`config.mk`:
```
export PLATFORM = sky130hd
export DESIGN_NAME = serial_tx
export DESIGN_NICKNAME = d
export VERILOG_FILES = /design/src/core/serial_tx_pkg.sv /design/src/core/serial_tx.sv
export SDC_FILE = /design/constraint.sdc
export NUM_CORES = 1
export LEC_CHECK = 0
export ABC_CLOCK_PERIOD_IN_PS = 6440
export BUFFER_PORTS_ARGS = -buffer_cell sky130_fd_sc_hd__buf_2
export CAP_MARGIN = 20
export CORE_ASPECT_RATIO = 0.8
export CORE_MARGIN = 1.5
export CORE_UTILIZATION = 50
export CTS_CLUSTER_DIAMETER = 80
export DETAILED_ROUTE_END_ITERATION = 7
export GPL_ROUTABILITY_DRIVEN = 0
export PLACE_DENSITY = 0.68
export SYNTH_ARGS = -nofsm -noshare
export SYNTH_HDL_FRONTEND = slang
export SYNTH_SLANG_ARGS = --single-unit
```
`constraint.sdc`:
```
create_clock -name clk -period 6.44 [get_ports clk]
set_input_delay 0.322 -clock clk [delete_from_list [all_inputs] [get_ports clk]]
set_output_delay 0.322 -clock clk [all_outputs]
set_load 0.01 [all_outputs]
```
`src/core/serial_tx_pkg.sv`:
```
// Purpose: Shared constants and types of the serial transmitter
// Assumes: 8-bit register port, word addresses 0 to 4
// Notes:   Field positions hold for the register port only
package serial_tx_pkg;

  // Register addresses
  localparam logic [2:0] ADDR_DATA    = 3'h0;
  localparam logic [2:0] ADDR_CSA     = 3'h1;
  localparam logic [2:0] ADDR_CSB     = 3'h2;
  localparam logic [2:0] ADDR_SHARED  = 3'h3;
  localparam logic [2:0] ADDR_BAUD_LO = 3'h4;

  // Control and status A fields
  localparam int BIT_DONE_FLAG  = 6;
  localparam int BIT_EMPTY_FLAG = 5;
  localparam int BIT_DBL_SPEED  = 1;
  // Control and status B fields
  localparam int BIT_DONE_IE    = 6;
  localparam int BIT_EMPTY_IE   = 5;
  localparam int BIT_TX_ENABLE  = 3;
  localparam int BIT_SIZE_TOP   = 2;
  localparam int BIT_NINTH      = 0;
  // Frame control fields (shared location)
  localparam int BIT_LOC_SEL    = 7;
  localparam int BIT_SYNC_MODE  = 6;
  localparam int BIT_PAR_HI     = 5;
  localparam int BIT_PAR_LO     = 4;
  localparam int BIT_STOP_SEL   = 3;
  localparam int BIT_SIZE_HI    = 2;
  localparam int BIT_SIZE_LO    = 1;
  localparam int BIT_CLK_POL    = 0;

  // Reset values and codes
  localparam logic [1:0] SIZE_LOW_RESET = 2'h3;
  localparam logic [2:0] SIZE_NINE      = 3'h7;
  localparam logic [4:0] DIV_NORMAL     = 5'h10;
  localparam logic [4:0] DIV_DOUBLE     = 5'h08;
  localparam int         BAUD_W         = 12;

  typedef enum logic [2:0] {
    ST_IDLE   = 3'b000,
    ST_START  = 3'b001,
    ST_DATA   = 3'b010,
    ST_PARITY = 3'b011,
    ST_STOP1  = 3'b100,
    ST_STOP2  = 3'b101
  } tx_state_t;

  typedef struct packed {
    logic [2:0] addr;
    logic [7:0] wdata;
    logic       wr;
    logic       rd;
  } reg_req_t;

  typedef struct packed {
    logic [7:0]        rdata;
    logic [BAUD_W-1:0] baud_cnt;
    logic [BAUD_W-1:0] baud_div;
    logic [3:0]        div_cnt;
    logic              dbl;
    logic              done_flag;
    logic              done_ie;
    logic              empty_ie;
    logic              ten;
    logic              ninth;
    logic [2:0]        size;
    logic              sync;
    logic              pol;
    logic [1:0]        pmode;
    logic              two_stop;
    logic              buf_full;
    logic [8:0]        buf_data;
    logic [8:0]        shreg;
    logic              par;
    logic [3:0]        bit_cnt;
    tx_state_t         st;
    logic              line;
    logic              override;
    logic              txd;
    logic              xck_q;
    logic              xck_oe;
    logic              xck_prev;
    logic              irq_empty;
    logic              irq_done;
  } core_t;

endpackage

```
`src/core/serial_tx.sv`:
```
// Purpose: Transmit half of a serial port with parity and sync clock
// Assumes: One 10 MHz clock, all inputs synchronous to it
// Notes:   Receiver path is absent; its flag reads as zero
//
// Operation
// Even parity bit is the XOR of all sent data bits.
// Odd parity inverts that XOR.
// Parity bit sits after last data bit when parity upper bit set.
// Transmit enable hands the data pin to the transmitter.
// Sync mode with transmitter on takes over the external clock pin.
// Writing the data location fills the buffer and starts sending.
// Buffer moves to shifter when idle or right after last stop bit.
// A frame is sent at baud divisor rate or external clock rate.
// Upper bits beyond character size are ignored.
// Nine-bit size sends the ninth bit; software sets it first.
// Buffer-empty flag clears on write, sets when data moves on.
// Software writes zero to the buffer-empty flag position.
// Buffer-empty interrupt requested while flag set and enabled.
// Complete flag sets when frame is out and buffer is empty.
// Complete flag clears on interrupt service or written one.
// Complete interrupt requested when flag set and enabled.
// Software sets rate and format before use, interrupts off.
// Software changes format only when idle; clears complete first.
// Shared location writes frame control only with top bit set.
// Start bit low, data LSB first, stop bits and idle high.
// Bit clock is baud output divided by 16, 8 or 2.
// Disable waits until shifter and buffer are empty, then releases.
// No parity bit when parity upper bit is zero.
// Two stop bits when stop select set, else one.
//
// The address-and-strobe port and the placing of the registers were chosen for this implementation.
`timescale 1ns/1ps

module serial_tx (
  // Clock and reset
  input  wire logic                   clk,
  input  wire logic                   sys_rst,
  // Register port
  input  wire serial_tx_pkg::reg_req_t req,
  output logic [7:0]                  rdata,
  // Interrupt handshake
  input  wire logic                   global_irq_enable,
  input  wire logic                   tx_complete_ack,
  output logic                        irq_buffer_empty,
  output logic                        irq_tx_complete,
  // Data pin
  input  wire logic                   port_data,
  output logic                        txd,
  output logic                        txd_overridden,
  // External clock pin
  input  wire logic                   xck_dir_master,
  input  wire logic                   ext_serial_clock_pin_in,
  output logic                        ext_serial_clock_pin_out,
  output logic                        ext_serial_clock_pin_oe
);
  import serial_tx_pkg::*;

  core_t q;
  core_t next_q;
  logic  tick;
  logic  master;
  logic  slave;
  logic  bit_en;
  logic  load;
  logic  frame_end;
  logic  data_wr;
  logic [3:0] nbits;
  logic [8:0] masked;

  // Outputs straight from state flops
  assign rdata                    = q.rdata;
  assign irq_buffer_empty         = q.irq_empty;
  assign irq_tx_complete          = q.irq_done;
  assign txd                      = q.txd;
  assign txd_overridden           = q.override;
  assign ext_serial_clock_pin_out = q.xck_q;
  assign ext_serial_clock_pin_oe  = q.xck_oe;

  // Character width; reserved size codes fall back to eight bits
  always_comb begin
    case (q.size)
      3'h0: nbits = 4'h5;
      3'h1: nbits = 4'h6;
      3'h2: nbits = 4'h7;
      SIZE_NINE: nbits = 4'h9;
      default: nbits = 4'h8;
    endcase
  end

  // drop upper bits
  assign masked = q.buf_data & 9'((10'h001 << nbits) - 10'h001);

  // Next state of the whole block
  always_comb begin
    next_q    = q;
    load      = 1'b0;
    frame_end = 1'b0;
    bit_en    = 1'b0;
    master    = q.sync & xck_dir_master;
    slave     = q.sync & ~xck_dir_master;
    data_wr   = req.wr && req.addr == ADDR_DATA && q.ten;

    // baud down-counter, output each time it reaches zero
    tick = (q.baud_cnt == '0);
    next_q.baud_cnt = tick ? q.baud_div : q.baud_cnt - 1'b1;

    // bit rate by mode; slave follows pin, master halves ticks
    next_q.xck_prev = ext_serial_clock_pin_in;
    if (slave) begin
      bit_en = (ext_serial_clock_pin_in != q.xck_prev) &&
               (ext_serial_clock_pin_in == ~q.pol);
    end else if (master) begin
      if (tick) begin
        next_q.xck_q = ~q.xck_q;
      end
      bit_en = tick && (~q.xck_q == ~q.pol);
    end else if (tick) begin
      next_q.div_cnt = q.div_cnt + 1'b1;
      if ({1'b0, q.div_cnt} == (q.dbl ? DIV_DOUBLE : DIV_NORMAL) - 5'h01)
      begin
        next_q.div_cnt = '0;
        bit_en = 1'b1;
      end
    end

    // frame sequencer: each state is the bit now on the line
    if (bit_en) begin
      case (q.st)
        ST_IDLE: begin
          // load when idle
          load = q.buf_full;
        end
        ST_START: begin
          next_q.line    = q.shreg[0];
          next_q.shreg   = q.shreg >> 1;
          next_q.bit_cnt = 4'h1;
          next_q.st      = ST_DATA;
        end
        ST_DATA: begin
          if (q.bit_cnt == nbits) begin
            // parity after last data bit
            if (q.pmode[1]) begin
              next_q.line = q.par;
              next_q.st   = ST_PARITY;
            end else begin
              // stop follows data directly
              next_q.line = 1'b1;
              next_q.st   = ST_STOP1;
            end
          end else begin
            next_q.line    = q.shreg[0];
            next_q.shreg   = q.shreg >> 1;
            next_q.bit_cnt = q.bit_cnt + 1'b1;
          end
        end
        ST_PARITY: begin
          next_q.line = 1'b1;
          next_q.st   = ST_STOP1;
        end
        ST_STOP1: begin
          // second stop bit on request
          if (q.two_stop) begin
            next_q.st = ST_STOP2;
          end else begin
            frame_end = 1'b1;
          end
        end
        ST_STOP2: begin
          frame_end = 1'b1;
        end
        default: begin
          next_q.st   = ST_IDLE;
          next_q.line = 1'b1;
        end
      endcase
    end

    // reload right after the last stop bit
    if (frame_end) begin
      load = q.buf_full;
      if (!q.buf_full) begin
        next_q.st   = ST_IDLE;
        next_q.line = 1'b1;
      end
    end

    // ninth bit rides in buffer top; R1 R2 parity at load
    if (load) begin
      next_q.shreg    = masked;
      next_q.par      = (^masked) ^ q.pmode[0];
      next_q.buf_full = 1'b0;
      next_q.line     = 1'b0;
      next_q.st       = ST_START;
    end

    // Register writes
    if (req.wr) begin
      case (req.addr)
        ADDR_CSA: begin
          next_q.dbl = req.wdata[BIT_DBL_SPEED];
          // written one clears
          if (req.wdata[BIT_DONE_FLAG]) begin
            next_q.done_flag = 1'b0;
          end
        end
        ADDR_CSB: begin
          next_q.done_ie  = req.wdata[BIT_DONE_IE];
          next_q.empty_ie = req.wdata[BIT_EMPTY_IE];
          next_q.ten      = req.wdata[BIT_TX_ENABLE];
          next_q.size[2]  = req.wdata[BIT_SIZE_TOP];
          next_q.ninth    = req.wdata[BIT_NINTH];
        end
        ADDR_SHARED: begin
          // top bit routes to frame control
          if (req.wdata[BIT_LOC_SEL]) begin
            next_q.sync      = req.wdata[BIT_SYNC_MODE];
            next_q.pmode     = {req.wdata[BIT_PAR_HI],
                                req.wdata[BIT_PAR_LO]};
            next_q.two_stop  = req.wdata[BIT_STOP_SEL];
            next_q.size[1:0] = {req.wdata[BIT_SIZE_HI],
                                req.wdata[BIT_SIZE_LO]};
            next_q.pol       = req.wdata[BIT_CLK_POL];
          end else begin
            next_q.baud_div[11:8] = req.wdata[3:0];
          end
        end
        ADDR_BAUD_LO: begin
          // Reload so a new rate takes hold at once
          next_q.baud_div[7:0] = req.wdata;
          next_q.baud_cnt      = {q.baud_div[11:8], req.wdata};
        end
        default: begin
        end
      endcase
    end

    // data write fills buffer, after a same-cycle load
    if (data_wr) begin
      next_q.buf_data = {q.ninth, req.wdata};
      next_q.buf_full = 1'b1;
    end

    // service clears; R14 set wins over any clear
    if (tx_complete_ack) begin
      next_q.done_flag = 1'b0;
    end
    // A write landing in the same cycle means the buffer is not empty
    if (frame_end && !q.buf_full && !data_wr) begin
      next_q.done_flag = 1'b1;
    end

    // interrupt requests, levels from flag state
    next_q.irq_empty = next_q.empty_ie & global_irq_enable &
                       ~next_q.buf_full;
    next_q.irq_done  = next_q.done_ie & global_irq_enable &
                       next_q.done_flag;

    // pin held while enabled or anything still to send
    next_q.override = next_q.ten | next_q.buf_full |
                      (next_q.st != ST_IDLE);
    next_q.txd = next_q.override ? next_q.line : port_data;
    // master drives the clock pin while transmitter owns it
    next_q.xck_oe = next_q.sync & xck_dir_master & next_q.override;

    // Read data valid only in the cycle after the strobe
    next_q.rdata = 8'h00;
    if (req.rd) begin
      case (req.addr)
        ADDR_CSA: begin
          next_q.rdata[BIT_DONE_FLAG]  = q.done_flag;
          next_q.rdata[BIT_EMPTY_FLAG] = ~q.buf_full;
          next_q.rdata[BIT_DBL_SPEED]  = q.dbl;
        end
        ADDR_CSB: begin
          next_q.rdata[BIT_DONE_IE]   = q.done_ie;
          next_q.rdata[BIT_EMPTY_IE]  = q.empty_ie;
          next_q.rdata[BIT_TX_ENABLE] = q.ten;
          next_q.rdata[BIT_SIZE_TOP]  = q.size[2];
          next_q.rdata[BIT_NINTH]     = q.ninth;
        end
        ADDR_SHARED: begin
          next_q.rdata = {1'b1, q.sync, q.pmode, q.two_stop,
                          q.size[1:0], q.pol};
        end
        ADDR_BAUD_LO: begin
          next_q.rdata = q.baud_div[7:0];
        end
        default: begin
          next_q.rdata = 8'h00;
        end
      endcase
    end
  end

  // State register; line idles high and buffer starts empty
  always_ff @(posedge clk or posedge sys_rst) begin
    if (sys_rst) begin
      q           <= '0;
      q.size      <= {1'b0, SIZE_LOW_RESET};
      q.line      <= 1'b1;
      q.st        <= ST_IDLE;
    end else begin
      q <= next_q;
    end
  end
endmodule

```
# Word level (Yosys, flattened, before mapping)
# Index checks and enable logic that the tools add are counted.
# totals
reg_bits	85
input_bits	20
output_inout_bits	14
# classes
add_sub_neg	5
n_eq_ne	19
shifts	1
n_mux	53
bitwise_logic	20
reduce_logical	28
# op_table
operator	n
2-to-1 mux 4 bit	9
2-to-1 mux 12 bit	2
2-to-1 mux 24 bit	1
2-to-1 mux 10 bit	2
2-to-1 mux 9 bit	2
one-hot mux 9 bit (2 select lines)	1
AND reduction 3 bit	6
2-to-1 mux 1 bit	16
2-to-1 mux 8 bit	2
one-hot mux 4 bit (4 select lines)	1
== test 3 x 2 -> 1 bit, second input constant	5
one-hot mux 3 bit (5 select lines)	1
2-to-1 mux 7 bit	2
2-to-1 mux 13 bit	1
== test 3 bit, second input constant	4
logical NOT 12 bit	1
subtractor 12 x 1 -> 12 bit, second input constant	1
2-to-1 mux 5 bit	2
AND 9 bit	1
== test 3 x 1 -> 1 bit, second input constant	3
logical NOT 3 bit	3
one-hot mux 1 bit (3 select lines)	3
parity 9 bit	1
<< shifter 1 x 4 -> 9 bit, first input constant	1
25 further kinds	55

# Depth between registers and ports, before layout
# Gate-level depths: netlist of run 1.
# logic_depth
word_depth	14
mapped_depth	12
mapped_depth_nobuf	9

# Least setup slack after synthesis of run 1
# No wires, ideal clock.
# synth_path
kind	reg-to-reg
startpoint	register q[65] in the netlist's numbering
endpoint	register q (netlist bit txd)
setup_time_ns	0.127
t_arrival_ns	2.969
t_required_ns	6.313
slack_ns	3.343
path_stages_with_launch	12
path_buffers	2
synth_period_minus_slack_ns	3.097
cell_sequence	dfrtp_1 -> inv_1 -> ha_1 -> or4b_4 -> or3_1 -> buf_6 -> nor3_4 -> or2_2 -> buf_2 -> mux2_2 -> nand4bb_2 -> mux2_1
# synth_lines
element	line	source
from (decl)	serial_tx.sv:58	core_t q;
from (signal assigned)	serial_tx.sv:303	q <= next_q;

# Final worst setup path of run 1
# layout_path
startpoint	register q[65] in the netlist's numbering
endpoint	register q[18] in the netlist's numbering
# layout_via
elab_chain_cells	8
word_cells_on_any_way	13
classes_between	eq/ne: 1; mux: 7; reduce/logical: 5
# layout_lines
element	line	source
logical NOT 12 bit *	serial_tx.sv:104	tick = (q.baud_cnt == '0);
2-to-1 mux 1 bit or logical AND 1 bit (tied branches)	serial_tx.sv:117, serial_tx.sv:116	
2-to-1 mux 1 bit *	serial_tx.sv:112	end else if (master) begin
2-to-1 mux 1 bit *	serial_tx.sv:109	if (slave) begin
2-to-1 mux 1 bit	serial_tx.sv:127	if (bit_en) begin
2-to-1 mux 1 bit	serial_tx.sv:179	if (frame_end) begin
inequality test 3 bit (no source line) (tied with other cells)	-	
AND reduction 3 bit (no source line)	-	
# Every way passes the cells marked *; elsewhere a longest branch is shown, timed or not.
# A chain may end at the register's enable or synchronous reset.

==> reports/qor.csv, run 1 <==
stage;metric;value;unit
cells_and_area;Post-Layout Cell Count;565;
sta;final hold viol count;0;
floorplanning;die area;0.00922;sq mm
floorplanning;Horiz. Die Dim;107;um
power_and_ir_drop;internal power;0.00113;W
grt;total gr overflow;0;
grt;pin count of the biggest net entering global routing;86;
power_and_ir_drop;Comb power frac;27.5;%
grt;vias in the first global route;2958;
synthesis;largest family of logic cells by synthesized area;simple AND/OR/NAND/NOR gates;
route;drt drc;0;
power_and_ir_drop;Reg power frac;48.7;%
cells_and_area;antenna fix cells;0;
sta;Final Critical Period;3.38;ns
clock_network;CTS resizes;0;
synthesis;Yosys top cell area share;47.4;%
synthesis;mux share of post-synthesis cell area;11.0;%
synthesis;register area share after synthesis;49.2;%
grt;first-pass GRT wire length;15400;um
worst_setup_path;Worst Path Max Fanout;17;
floorplanning;Core Footprint;0.00845;sq mm
synthesis;asr flop ratio synth;100;%
route;post-route ant nets;0;
synthesis;Post-synth EDFFs;0;
place;Cells after DPL;548;
worst_setup_path;worst path required time;6.64;ns
power_and_ir_drop;sw power;0.000571;W
synthesis;xor/xnor share of the synthesized area;3.64;%
worst_setup_path;Arr. time, crit path;3.58;ns
sta;setup TNS;0;ns
power_and_ir_drop;clock power share;23.8;%
sta;fmax;296;MHz
worst_setup_path;Worst setup EP type;flop;
power_and_ir_drop;Leakage Power;2.24;nW
cells_and_area;# nets final;472;
cells_and_area;most frequent cells in the layout;dfrtp_1 (82), nand2_1 (65), buf_2 (33);
synthesis;primary flip-flop cell chosen by synthesis mapping;dfrtp_1;
clock_network;H-tree levels;3;
synthesis;top area cells in the synthesized netlist;dfrtp_1 (47%), mux2_2 (7.5%), nand2_1 (5.6%);
sta;final setup fails;0;
power_and_ir_drop;peak supply drop;0.173;mV
sta;RSZ-0062 raised after global routing;no;
synthesis;synthesized flop and latch total;85;
synthesis;cell taking the most area after synthesis;dfrtp_1;
synthesis;Synth Instances;428;
clock_network;clk_lat worst skew;0.37;ns
floorplanning;Site Rows;30;
sta;max-slew headroom at the worst pin;35.2;%
place;number of port buffers;33;
clock_network;CTS buffer count;9;
route;DRT iter0 DRCs;244;
cells_and_area;fillcell total;756;
place;Post-DP HPWL;6800;um
floorplanning;starting density of the core;51.2;%
worst_setup_path;type of origin of the critical path;flop;
route;vias per cell;5.57;
clock_network;clock sink count;85;
clock_network;Clock transition at path regs;0.09;ns
flow_run;Max-Cap Viols;0;
power_and_ir_drop;sw frac;33.6;%
power_and_ir_drop;power per cell area;360;mW/mm^2
sta;Slew Viols, Final;0;
grt;Tot GR Track Use;22.3;%
cells_and_area;share of cells above drive strength 1;20.8;%
sta;Worst Skew;0.0101;ns
clock_network;root buf cell;clkbuf_8;
sta;final hold slack;0.0127;ns
route;DRT Wirelength;9580;um
worst_setup_path;kind of critical path;flop to flop;
synthesis;Mean Syn Cell Area;10.1;sq um
route;drt pass-1 iters;4;
route;vias after detailed routing;3148;
grt;initial antenna violation count;0;
status;status;completed;
cells_and_area;area delta synth->final;9.05;%
floorplanning;die height;86.2;um
clock_network;cts hold-fix bufs;0;
cells_and_area;most common cell after layout, fill and taps aside;dfrtp_1;
synthesis;post-synthesis cell type count;59;
sta;final worst path period share;52.4;%
synthesis;Synth Area in Simple Gates;18.3;%
sta;worst slew pin tran;0.971;ns
clock_network;CTS tree;done;
synthesis;compound-cell area share of the yosys netlist;12.3;%
floorplanning;IO Pins;34;
clock_network;Longest Clk Path Bufs;2;
synthesis;synthesized area;0.00433;sq mm
clock_network;Post-CTS Setup Bufs;0;
synthesis;Synth Warn #;0;
route;wire length per cell;17.0;um
synthesis;adder-cell share of the synthesized area;1.16;%
hold_path;Hold WC Path Type;input port to async pin;
-- registers in the layout, indices dropped and copies added (netlist names) --
name                      flops
irq_tx_complete               1
irq_buffer_empty              1
ext_serial_clock_pin_out      1
txd_overridden                1
ext_serial_clock_pin_oe       1
txd                           1
q                            71
rdata                         8
-- final timing paths --
kind / slack, ns / startpoint / endpoint / cells past startpoint
min: 0.01 / sys_rst / q[58] / 3
max: 3.06 / q[65] / q[18] / 9
max in group asynchronous: 5.77 / sys_rst / q[7] / 4
min in group clk: 0.08 / ext_serial_clock_pin_in / q[2] / 1
max reg2reg: 3.06 / q[65] / q[18] / 9
min reg2reg: 0.50 / q[64] / q[76] / 2
-- cells in the mapped netlist (3+ instances only) --
cell,number
nand2_1,65
dfstp_2,3
xnor2_1,11
a21oi_1,17
nor2b_1,13
nand2b_1,5
ha_1,4
nor3_1,10
or3_1,5
mux2i_1,14
inv_1,6
a22oi_1,7
and3_1,3
nand3_1,9
mux2_2,29
o21ai_0,31
o22ai_1,6
nor2_1,21
dfrtp_1,82
or2_2,3
clkbuf_1,14
xor2_1,7
nor4_1,3
a22o_1,3
buf_4,8
and2_1,6
-- worst max-delay path: stages (launching register included) --
cell and delay (ns):
dfrtp_1 0.42, inv_1 0.07, ha_1 0.18, or4b_4 0.51
or3_1 0.57, nor3_4 0.32, nor2_2 0.09, or3_1 0.67
mux2i_1 0.26, a21oi_1 0.09
-- kinds of logic (layout without fill, tap and decap cells) --
group | count (synthesis) | count (layout)
buffers and inverters | 33 | 57
other | 1 | 2
and+or+nand+nor | 157 | 157
muxes | 44 | 44
xor gates and xnor gates | 18 | 18
DFF | 85 | 85
AOI/OAI and AO/OA | 86 | 86
adders and majority gates | 4 | 4
-- per-stage QoR --
stage	power (W)	setup slack, ns	instance area (sq um)	utilization (%)
floorplan	0.00116	3.34	4330	-
global placement	0.00128	3.19	4480	53.1
detailed placement	0.00129	3.08	4480	53.1
CTS	0.00170	3.05	4690	55.5
global route	0.00180	2.84	4720	55.9
finish	0.00170	3.06	4720	55.9
-- metal layers --
layer	wire length [um]	up-vias	share of wire [%]	track usage (%)
li1	-	1528	-	-
met1	4700	1529	49	32.4
met2	4180	80	44	32.3
met3	575	11	6.0	6.62
met4	131	0	1.4	6.55
met5	0	-	0	0
-- power by group through the flow --
stage                     Clock (W)  Sequential, W  Combinational [W]
after global routing       0.000432       0.000845           0.000522
after CTS                  0.000414       0.000823           0.000464
after global placement            0       0.000828           0.000449
after floorplan                   0       0.000778           0.000384
after detailed placement          0       0.000832           0.000461
final                      0.000404       0.000827           0.000466
-- area by class of cell --
cell class	count	area, sq um	area share, %
sequential	85	2130	45.2
timing repair buffer	35	200	4.24
inverter	6	23.8	0.504
tap	112	140	2.97
multi-input combinational	311	2020	42.7
clock buffer	11	131	2.78
clock inverter	5	75.1	1.59
Power figures use the tool's default switching activity.
==> run 2, diff against run 1 <==
Settings changed: ABC_AREA set to 1, ABC_CLOCK_PERIOD_IN_PS 6440 to 3500.
Clock period 6.44 ns to 3.5 ns, I/O delays scaled along.
==> reports/qor.csv, run 2 <==
stage;metric;value;unit;change
grt;first-pass GRT wire length;16300;um;+6.1%
route;drt drc;0;;unchanged
grt;vias in the first global route;3320;;+12%
power_and_ir_drop;peak supply drop;0.421;mV;+140%
cells_and_area;register area;0.00213;sq mm;unchanged
floorplanning;die height;86;um;-0.23%
sta;RSZ-0062 raised after global routing;no;;
worst_setup_path;worst path required time;3.79;ns;-2.85 ns
synthesis;Yosys top cell area share;47.7;%;+0.23 points
cells_and_area;most frequent cells in the layout;nand2_1 (127), dfrtp_1 (82), inv_1 (67);;
cells_and_area;area delta synth->final;10.4;%;
clock_network;CTS resizes;0;;unchanged
sta;Worst Skew;0.0120;ns;+0.00188 ns
synthesis;count leader, synth;nand2_1;;
sta;worst slew pin tran;0.740;ns;-0.231 ns
floorplanning;die area;0.00918;sq mm;-0.47%
sta;final worst path period share;67.0;%;+15 points
clock_network;H-tree levels;3;;unchanged
hold_path;Hold WC Path Type;input port to flop;;
sta;fmax;427;MHz;+44%
route;drt pass-1 iters;5;;+1
route;DRT Wirelength;9550;um;-0.30%
worst_setup_path;Worst Path Max Fanout;13;;-4
synthesis;primary flip-flop cell chosen by synthesis mapping;dfrtp_1;;
floorplanning;Core Footprint;0.00841;sq mm;-0.44%
cells_and_area;fillcell total;775;;+2.5%
cells_and_area;antenna fix cells;0;;unchanged
synthesis;register area share after synthesis;49.5;%;+0.24 points
flow_run;Max-Cap Viols;0;;unchanged
worst_setup_path;Arr. time, crit path;2.63;ns;-0.95 ns
worst_setup_path;type of origin of the critical path;flop;;
power_and_ir_drop;Leakage Power;2.40;nW;+7.3%
clock_network;Clock transition at path regs;0.09;ns;about the same
cells_and_area;max reg flops;71;;unchanged
grt;total gr overflow;0;;unchanged
place;Post-DP HPWL;7310;um;+7.5%
synthesis;top area cells in the synthesized netlist;dfrtp_1 (48%), nand2_1 (11%), o21ai_0 (7.4%);;
synthesis;Synth Instances;523;;+22%
grt;initial antenna violation count;0;;unchanged
sta;max-slew headroom at the worst pin;50.6;%;+15 points
route;DRT iter0 DRCs;271;;+11%
cells_and_area;share of cells above drive strength 1;14.2;%;-6.5 points
cells_and_area;most common cell after layout, fill and taps aside;nand2_1;;
worst_setup_path;Critical Path Slowest Stage Cell;dfrtp_1;;
cells_and_area;Biggest register;q;;
synthesis;Post-synth top cells;nand2_1 (127), dfrtp_1 (82), inv_1 (68), o21ai_0 (64), nor2_1 (41);;
clock_network;CTS tree;done;;
synthesis;post-synthesis cell type count;41;;-31%
grt;Tot GR Track Use;22.9;%;+0.65 points
worst_setup_path;CP Cell Sequence;inv_1 > ha_1 > nand2_2 > nor2_4 > nand3_2 > nor2_4 > nand2_4 > nand2_4 > nand2_4 > inv_1 > nor2_1 > a21oi_1 > nand2_1 > nand2_1;;
sta;final setup fails;0;;unchanged
cells_and_area;# nets final;581;;+23%
power_and_ir_drop;power per cell area;656;mW/mm^2;+82%
clock_network;clk_lat worst skew;0.35;ns;-0.02 ns
floorplanning;Horiz. Die Dim;107;um;-0.24%
clock_network;Longest Clk Path Bufs;2;;unchanged
synthesis;cell taking the most area after synthesis;dfrtp_1;;
worst_setup_path;slowest cell delay on critical path;0.38;ns;-0.29 ns
synthesis;synthesized flop and latch total;85;;unchanged
worst_setup_path;Worst setup EP type;flop;;
worst_setup_path;crit-path most repeated cell;nand2_4;;
floorplanning;Site Rows;30;;unchanged
sta;Slew Viols, Final;0;;unchanged
clock_network;root buf cell;clkbuf_8;;
synthesis;Post-synth EDFFs;0;;unchanged
route;vias per cell;5.16;;-7.4%
sta;setup TNS;0;ns;unchanged
route;post-route ant nets;0;;unchanged
cells_and_area;area of the multi-input gates;0.00181;sq mm;-10%
synthesis;Mean Syn Cell Area;8.23;sq um;-19%
sta;final hold viol count;0;;unchanged
clock_network;CTS buffer count;9;;unchanged
synthesis;Synth Warn #;0;;unchanged
worst_setup_path;kind of critical path;flop to flop;;
grt;pin count of the biggest net entering global routing;44;;-49%
synthesis;asr flop ratio synth;100;%;unchanged
cells_and_area;fin area;0.00475;sq mm;+0.77%
place;number of port buffers;33;;unchanged
route;vias after detailed routing;3478;;+10%
route;wire length per cell;14.2;um;-16%
floorplanning;IO Pins;34;;unchanged
synthesis;synthesized area;0.00431;sq mm;-0.49%
sta;Final Critical Period;2.34;ns;-1.03 ns
clock_network;clock sink count;85;;unchanged
place;Post-DP Area;0.00453;sq mm;+1.1%
floorplanning;starting density of the core;51.2;%;about the same
status;status;completed;;
==> run 2: cell types whose count changed after synthesis, moves of 14 or more <==
| cell | previous run | this run |
|---|---|---|
| inv_1 | 6 | 68 |
| mux2_2 | 29 | 1 |
| mux2i_1 | 14 | 0 |
| nand2_1 | 65 | 127 |
| nand3_1 | 9 | 24 |
| nor2_1 | 21 | 41 |
| o21ai_0 | 31 | 64 |
==> run 2: power breakdown <==
group / switching (W) / total [W] / internal, W
Sequential: 0.000209 / 0.00147 / 0.00126
Combinational: 0.000586 / 0.000946 / 0.000361
Clock: 0.000337 / 0.000704 / 0.000367
==> run 2: per-stage QoR <==
stage               utilization [%]  hold slack [ns]  setup slack [ns]  instances  total power (W)
finish                         56.5           0.0407              1.16        674          0.00312
CTS                            56.5           0.0343              1.17        674          0.00313
floorplan                         -            0.206              1.14        524          0.00218
detailed placement             53.9            0.301              1.21        656          0.00242
global placement               53.9            0.299              1.29        656          0.00240
global route                   56.5           0.0676             0.907        674          0.00336
==> run 2: final cells by class <==
type	count	share of cell area, %
repair buffers	37	4.21
inverters	72	5.71
clock inverters	4	1.00
flip-flops and latches	85	44.8
multi-input cells	352	38.1
well taps	112	2.95
clock buffers	12	3.26
==> run 2: cell families after synthesis <==
logic type / share of synthesized area [%]
adder cells (fa/ha/maj): 1.16
flip-flops: 49.5
buffers and inverters: 8.57
XOR/XNOR: 3.25
AO/OA/AOI/OAI: 14.0
other: 0.0871
multiplexers: 0.262
AND/OR/NAND/NOR: 23.2
==> run 2: worst max-delay path, delay by kind of cell, from the launching register on <==
kind,cells,cell delay [ns]
adder cells (fa/ha/maj),1,0.20
AND/OR/NAND/NOR,10,1.17
flip-flops,1,0.38
buffers and inverters,2,0.40
AO/OA/AOI/OAI,1,0.13
==> run 2: path summary, 6_finish.rpt <==
path                       startpoint        to  slack (ns)  cells past startpoint
min reg2reg                     q[64]     q[76]        0.48                      2
max                             q[65]     q[23]        1.16                     14
max in group asynchronous     sys_rst     q[76]        2.10                      4
min in group asynchronous     sys_rst     q[11]        0.46                      3
max reg2reg                     q[65]     q[23]        1.16                     14
min                            req[0]  rdata[3]        0.04                      3
==> run 2: repair_timing <==
action | CTS | global route
buffers inserted | 0 | 0
endpoints found under the setup margin | 0 | 0
hold endpoints to repair | 39 | 0
hold buffers | 2 | 0
==> run 2: layer usage <==
metal  global-route usage, %  wire [um]  vias to the layer above
met2                    32.9       3900                      117
met4                    5.58        124                        0
met1                    35.6       4990                     1596
li1                        -          -                     1748
met5                       0          0                        -
met3                    4.33        541                       17
